<file path="src/verilog/dbc_pkg.sv">
// Package: constants for the debug breakpoint control block
`default_nettype none
package dbc_pkg;
  // ---------------------------------------------------------------
  // Register map (debug address space)
  // ---------------------------------------------------------------
  localparam logic [7:0] DBC_ADDR_M1_L       = 8'h04;
  localparam logic [7:0] DBC_ADDR_M1_H       = 8'h05;
  localparam logic [7:0] DBC_ADDR_M1_U       = 8'h06;
  localparam logic [7:0] DBC_ADDR_M2_L       = 8'h08;
  localparam logic [7:0] DBC_ADDR_M2_H       = 8'h09;
  localparam logic [7:0] DBC_ADDR_M2_U       = 8'h0A;
  localparam logic [7:0] DBC_ADDR_M3_L       = 8'h0C;
  localparam logic [7:0] DBC_ADDR_M3_H       = 8'h0D;
  localparam logic [7:0] DBC_ADDR_M3_U       = 8'h0E;
  localparam logic [7:0] DBC_ADDR_BREAK_CTRL = 8'h10;
  localparam logic [7:0] DBC_BREAK_CTRL_RST  = 8'h00;
  // ---------------------------------------------------------------
  // Break control fields
  // ---------------------------------------------------------------
  localparam int DBC_BIT_BREAK_NEXT = 7;
  localparam int DBC_BIT_M3_EN      = 6;
  localparam int DBC_BIT_M2_EN      = 5;
  localparam int DBC_BIT_M1_EN      = 4;
  localparam int DBC_BIT_M1_IGN_LOW = 2;
  // ---------------------------------------------------------------
  // Match sets
  // ---------------------------------------------------------------
  localparam int DBC_NUM_SETS  = 3;
  localparam int DBC_SET_BYTES = 3;
  typedef enum logic [1:0] {DBC_IDLE, DBC_MATCH_PEND, DBC_HALTED} dbc_state_t;
endpackage
`default_nettype wire

</file>
<file path="src/verilog/dbc_match_mem.sv">
// Match address byte store with registered read ports
`default_nettype none
module dbc_match_mem
  import dbc_pkg::*;
(
  // Clock and reset
  input  wire logic        sys_clk_in,
  input  wire logic        rst_in,
  // Write port
  input  wire logic        wr_en_in,
  input  wire logic [3:0]  wr_idx_in,
  input  wire logic [7:0]  wr_data_in,
  // Registered set outputs
  output logic      [23:0] set1_out,
  output logic      [23:0] set2_out,
  output logic      [23:0] set3_out
);
  logic [7:0] mem [0:15];
  logic [7:0] next_mem [0:15];

  always_comb
  begin
    for (int i = 0; i < 16; i++)
    begin
      next_mem[i] = mem[i];
    end
    if (wr_en_in)
    begin
      next_mem[wr_idx_in] = wr_data_in;
    end
  end

  always_ff @(posedge sys_clk_in or posedge rst_in)
  begin
    if (rst_in)
    begin
      for (int i = 0; i < 16; i++)
      begin
        mem[i] <= 8'h00;
      end
      set1_out <= 24'h000000;
      set2_out <= 24'h000000;
      set3_out <= 24'h000000;
    end
    else
    begin
      for (int i = 0; i < 16; i++)
      begin
        mem[i] <= next_mem[i];
      end
      set1_out <= {next_mem[6], next_mem[5], next_mem[4]};
      set2_out <= {next_mem[10], next_mem[9], next_mem[8]};
      set3_out <= {next_mem[14], next_mem[13], next_mem[12]};
    end
  end
endmodule // dbc_match_mem
`default_nettype wire

</file>
<file path="src/verilog/dbc_break_ctrl.sv">
// Breakpoint control: break control byte, address match and break request
//
// How it works
// Eight-bit write-only break control at address 10h, reset to zero.
// Bit 7 set halts the CPU at the next instruction; clear, no forced break.
// Next-instruction break fires only on an instruction's first opcode fetch; the code also fires it at once before the strap is decided.
// Debug clock and data pins both low at reset set bit 7.
// Bit 6 enables break when 24-bit address equals match set 3.
// Bit 5 enables break when 24-bit address equals match set 2.
// Bit 4 enables break when address equals match set 1.
// Ignore-low-byte compares only address bits 23 to 8 for set 1.
// Match breaks apply only at instruction boundaries, after the current one.
// A match sets bit 7; the host writes it zero to release.
// Coinciding enabled break sources merge into one break request.
// Ignore-low-byte option for set 1 lives at bit 2.
// Compatibility mode address is memory base byte then 16-bit address.
`default_nettype none
module dbc_break_ctrl
  import dbc_pkg::*;
(
  // Clock and reset
  input  wire logic        sys_clk_in,
  input  wire logic        rst_in,
  // Debug register write port
  input  wire logic        reg_wr_in,
  input  wire logic [7:0]  reg_addr_in,
  input  wire logic [7:0]  reg_wdata_in,
  // Debug pins sampled for the reset strap
  input  wire logic        debug_clock_pin_in,
  input  wire logic        debug_data_pin_in,
  // CPU fetch status
  input  wire logic        cpu_fetch_in,
  input  wire logic        cpu_first_opcode_in,
  input  wire logic        cpu_instr_end_in,
  input  wire logic [23:0] cpu_addr_in,
  input  wire logic        full_24bit_mode_in,
  input  wire logic [7:0]  memory_base_register_in,
  // Break outputs
  output logic             cpu_break_out,
  output logic [7:0]       break_control_out
);
  // ---------------------------------------------------------------
  // Pin synchronisers and reset strap
  // ---------------------------------------------------------------
  logic [1:0] clk_sync;
  logic [1:0] dat_sync;
  logic [1:0] sync_fill;
  logic       strap_done;
  logic       next_strap_done;
  logic       strap_hit;

  // Synchronisers reset high so an idle pin never reads as a strap
  always_ff @(posedge sys_clk_in or posedge rst_in)
  begin
    if (rst_in)
    begin
      clk_sync   <= 2'h3;
      dat_sync   <= 2'h3;
      sync_fill  <= 2'h0;
      strap_done <= 1'b0;
    end
    else
    begin
      clk_sync   <= {clk_sync[0], debug_clock_pin_in};
      dat_sync   <= {dat_sync[0], debug_data_pin_in};
      sync_fill  <= {sync_fill[0], 1'b1};
      strap_done <= next_strap_done;
    end
  end

  // Strap decided once both synchronisers hold a sample taken after release
  always_comb
  begin
    next_strap_done = strap_done | sync_fill[1];
    strap_hit       = 1'b0;
    if (!strap_done && sync_fill[1])
    begin
      strap_hit = ~clk_sync[1] & ~dat_sync[1];
    end
  end

  // ---------------------------------------------------------------
  // Match address store
  // ---------------------------------------------------------------
  logic        mem_wr;
  logic [3:0]  mem_idx;
  logic [23:0] set1;
  logic [23:0] set2;
  logic [23:0] set3;

  always_comb
  begin
    mem_wr  = 1'b0;
    mem_idx = 4'h0;
    if (reg_wr_in && (reg_addr_in >= DBC_ADDR_M1_L) && (reg_addr_in <= DBC_ADDR_M3_U)
        && (reg_addr_in[1:0] != 2'h3))
    begin
      mem_wr  = 1'b1;
      mem_idx = reg_addr_in[3:0];
    end
  end

  dbc_match_mem u_mem (
    .sys_clk_in (sys_clk_in),
    .rst_in     (rst_in),
    .wr_en_in   (mem_wr),
    .wr_idx_in  (mem_idx),
    .wr_data_in (reg_wdata_in),
    .set1_out   (set1),
    .set2_out   (set2),
    .set3_out   (set3)
  );

  // ---------------------------------------------------------------
  // Address compare
  // ---------------------------------------------------------------
  function automatic logic addr_eq(input logic [23:0] a, input logic [23:0] b,
                                   input logic ign_low);
    addr_eq = (a[23:8] == b[23:8]) && (ign_low || (a[7:0] == b[7:0]));
  endfunction

  logic [7:0]  brk_ctl;
  logic [23:0] cmp_addr;
  logic        any_match;

  always_comb
  begin
    cmp_addr = full_24bit_mode_in ? cpu_addr_in
                                  : {memory_base_register_in, cpu_addr_in[15:0]};
    any_match = cpu_fetch_in && (
        (brk_ctl[DBC_BIT_M3_EN] && addr_eq(cmp_addr, set3, 1'b0))
      | (brk_ctl[DBC_BIT_M2_EN] && addr_eq(cmp_addr, set2, 1'b0))
      | (brk_ctl[DBC_BIT_M1_EN]
         && addr_eq(cmp_addr, set1, brk_ctl[DBC_BIT_M1_IGN_LOW])));
  end

  // ---------------------------------------------------------------
  // Break state machine and control byte
  // ---------------------------------------------------------------
  dbc_state_t state;
  dbc_state_t next_state;
  logic [7:0] next_brk_ctl;
  logic       next_break;
  logic       at_boundary;

  always_comb
  begin
    next_state   = state;
    next_brk_ctl = brk_ctl;
    at_boundary  = cpu_fetch_in && cpu_first_opcode_in;
    if (reg_wr_in && (reg_addr_in == DBC_ADDR_BREAK_CTRL))
    begin
      next_brk_ctl = reg_wdata_in;
    end
    if (strap_hit)
    begin
      next_brk_ctl[DBC_BIT_BREAK_NEXT] = 1'b1;
    end
    case (state)
      DBC_IDLE:
      begin
        if (any_match && at_boundary)
        begin
          next_brk_ctl[DBC_BIT_BREAK_NEXT] = 1'b1;
        end
        else if (any_match)
        begin
          next_state = DBC_MATCH_PEND;
        end
        if (next_brk_ctl[DBC_BIT_BREAK_NEXT])
        begin
          next_state = DBC_HALTED;
        end
      end
      DBC_MATCH_PEND:
      begin
        if (cpu_instr_end_in)
        begin
          next_brk_ctl[DBC_BIT_BREAK_NEXT] = 1'b1;
        end
        if (next_brk_ctl[DBC_BIT_BREAK_NEXT])
        begin
          next_state = DBC_HALTED;
        end
      end
      DBC_HALTED:
      begin
        if (!next_brk_ctl[DBC_BIT_BREAK_NEXT])
        begin
          next_state = DBC_IDLE;
        end
      end
      default:
      begin
        next_state = DBC_IDLE;
      end
    endcase
    // Halt asserted at first opcode, or before the strap is decided, while break-on-next is set
    next_break = next_brk_ctl[DBC_BIT_BREAK_NEXT]
                 && (cpu_break_out || at_boundary || !strap_done);
  end

  always_ff @(posedge sys_clk_in or posedge rst_in)
  begin
    if (rst_in)
    begin
      state             <= DBC_IDLE;
      brk_ctl           <= DBC_BREAK_CTRL_RST;
      cpu_break_out     <= 1'b0;
      break_control_out <= DBC_BREAK_CTRL_RST;
    end
    else
    begin
      state             <= next_state;
      brk_ctl           <= next_brk_ctl;
      cpu_break_out     <= next_break;
      break_control_out <= next_brk_ctl;
    end
  end
endmodule // dbc_break_ctrl
`default_nettype wire

</file>
<file path="config.mk">
export PLATFORM = sky130hd
export DESIGN_NAME = dbc_break_ctrl
export DESIGN_NICKNAME = d
export VERILOG_FILES = /design/src/verilog/dbc_pkg.sv /design/src/verilog/dbc_match_mem.sv /design/src/verilog/dbc_break_ctrl.sv
export SDC_FILE = /design/constraint.sdc
export NUM_CORES = 1
export LEC_CHECK = 0
export BUFFER_PORTS_ARGS = -buffer_cell sky130_fd_sc_hd__buf_4
export CORE_ASPECT_RATIO = 1.25
export CORE_UTILIZATION = 37
export DETAILED_ROUTE_END_ITERATION = 10
export PLACE_DENSITY_LB_ADDON = 0.08
export SYNTH_ARGS = -nofsm -noshare
export SYNTH_HDL_FRONTEND = slang
export SYNTH_SLANG_ARGS = --single-unit
</file>
<file path="constraint.sdc">
create_clock -name sys_clk_in -period 5.7 [get_ports sys_clk_in]
set_clock_uncertainty 0.05 [all_clocks]
set_input_delay 0.285 -clock sys_clk_in [delete_from_list [all_inputs] [get_ports sys_clk_in]]
set_output_delay 0.285 -clock sys_clk_in [all_outputs]
set_load 0.005 [all_outputs]
</file>
==> flow_summary.yaml <==
run_status:
  status: "complete, no violations"
route:
  viasPerCell: 5.06
  finalWirelength_mm: 11.0
  detail_route.first_pass.iterations: 5
  initialDrtViolationCount: 88
  drc: 0
  wl_per_cell_um: 17.9
  vias: 3108
  final_antenna_net_count: 0
pwr:
  power_density_nw_per_um2: 273
  finalPower_mw: 1.41
  p_leak_nw: 2.44
  vdd_drop_max_mv: 0.115
clocking:
  cts_resized: 0
  cts_setup_buffers: 0
  h-tree-depth: 3
  clockBufferDepth: 2
  path_clk_slew_ns: 0.06
  clock_latency_ns: 0.34
  cts_tree: "yes"
  clkSinkCount: 90
  holdBufCountCts: 2
  cts-root-buf: "clkbuf_16"
  numCtsBuffers: 9
grt:
  grt_max_degree: 48
  grt_pass1_wl_mm: 17.3
  grt_overflow: 0
  gr-usage-all-layers: 0.198
  grt_pass1_vias: 3134
  antenna_found_initial: 0
timing:
  relSlewSlack: 0.408
  rsz0062_at_grt: "no"
  clock.fmax_mhz: 387
  fin_crit_ns: 2.58
  slew_violations: 0
  setup-violations-final: 0
  worstMarginPinSlew_ns: 0.888
  period_share: 0.453
  finalSetupTns_ns: 0
  hold_viol: 0
floorplan:
  die_x_um: 97.3
  fp.dieH_um: 121
  core_area_um2: 11100
  initial_utilization: 0.379
  num_rows: 43
  die_area_um2: 11800
  ioPinCount: 66
critical_path:
  worstPathArrival_ns: 2.76
  cp_slowest_cell: "a2111oi_4"
  setup.worst_path.start_class: "primary input"
  worstPathCellList: "buf_4 > nor4b_2 > inv_1 > a2111oi_4 > nand3_1 > mux2_2"
  cp_top_family: "simple AND/OR/NAND/NOR gates"
  cp_num_buf_inv: 2
  crit_fanout: 17
  path_class: "in2reg"
  cp-end-kind: "flip-flop"
  crit_required_ns: 5.87
  crit_path_max_incr_delay_ns: 0.79
final_layout:
  num_antenna_cells: 0
  final_nets: 531
  final_cell_mix: "dfrtp_1, nand2_1, o21ai_0, buf_4, xor2_1"
  area_growth_pct: 22.7
  mostFrequentLayoutCell: "dfrtp_1"
  drive_gt1_frac: 0.213
flow_run:
  drv_cap: 0
placement:
  port_buffers: 65
  dpl.hpwl_mm: 8.09
  place_congestion: 0.786
yosys:
  synthCells: 406
  ys_warn_count: 0
  synth_top_area_frac: 0.512
  synth_nets: 463
  synth_area_um2: 4200
  synthTopCellsByArea: "dfrtp_1, xor2_1, o21ai_0"
  netlist.top_cell.by_area: "dfrtp_1"
  ys_ff_latch: 90
  synth.distinct_cells: 31
  synth-seq-area-share: 0.537
  syn-mean-instance-area_um2: 10.4
worst_hold_path:
  hp-class: "in2async"
power by group:
group / total [mW] / switching [mW] / internal, mW
clock network: 0.648 / 0.252 / 0.396
logic: 0.112 / 0.0607 / 0.0512
registers: 0.650 / 0.00350 / 0.646
synthesized netlist by cell type (all sizes together):
cell / n
dfrtp: 86
nand2: 80
o21ai: 70
xor2: 63
nor4: 12
nand3: 11
mux2: 10
nand4: 10
mux2i: 9
xnor2: 9
clkbuf: 7
nor2: 6
buf: 4
dfstp: 4
inv: 4
a21oi: 3
nor3: 3
a2111oi: 2
a211oi: 2
nand2b: 2
nor2b: 2
a221oi: 1
and3b: 1
conb: 1
nor4b: 1
o31a: 1
or2: 1
or4b: 1
logic make-up (layout without fill, tap and decap cells):
group,Yosys count,count (layout),share of synthesized area
AOI/OAI and AO/OA,79,79,0.105
xor gates and xnor gates,72,72,0.150
buffers and inverters,15,88,0.0176
DFF,90,90,0.537
muxes,19,19,0.0482
other,1,1,0.000892
and+or+nand+nor,130,130,0.142
registers in the layout (all words and copies together), names as in the netlist:
register and flops:
u_mem.set1_out 23, u_mem.set2_out 23, u_mem.set3_out 23, brk_ctl 8, u_mem.mem 3, clk_sync 2, dat_sync 2, state 2
sync_fill 2, cpu_break_out 1, strap_done 1
layer usage:
layer / global-route usage / routed length, µm / vias to the layer above
li1: - / - / 1521
met1: 0.249 / 4840 / 1505
met2: 0.338 / 5480 / 68
met3: 0.0346 / 382 / 14
met4: 0.0846 / 262 / 0
met5: 0 / 0 / -
final timing paths:
check | start | endpoint | slack [ns] | cells after the start
min reg2reg | sync_fill[0] | sync_fill[1] | 0.30 | 0
min | rst_in | strap_done | 0.02 | 2
max reg2reg | u_mem.set1_out[1] | state[0] | 3.37 | 6
min in group sys_clk_in | reg_wdata_in[1] | brk_ctl[1] | 0.14 | 2
max | reg_addr_in[7] | u_mem.mem[47] | 3.12 | 6
max in group asynchronous | rst_in | u_mem.set3_out[5] | 4.50 | 3
cell type report:
cell class / instances / area, µm²
tap: 135 / 169
timing repair buffer: 68 / 515
fill: 1065 / 5920
clock buffer: 10 / 239
multi-input combinational: 301 / 1870
sequential: 90 / 2260
inverter: 4 / 16.3
clock inverter: 6 / 90.1
per-stage QoR:
step / setup slack (ns) / std cells / area [µm²] / utilization / hold WS [ns]
global route: 2.90 / 614 / 5160 / 0.466 / 0.0768
finish: 3.12 / 614 / 5160 / 0.466 / 0.0194
global placement: 2.77 / 596 / 4810 / 0.434 / 0.282
floorplan: 3.04 / 406 / 4200 / - / 0.239
detailed placement: 2.71 / 596 / 4810 / 0.434 / 0.291
CTS: 3.07 / 614 / 5160 / 0.466 / 0.0389
(Power assumes the default switching activity.)
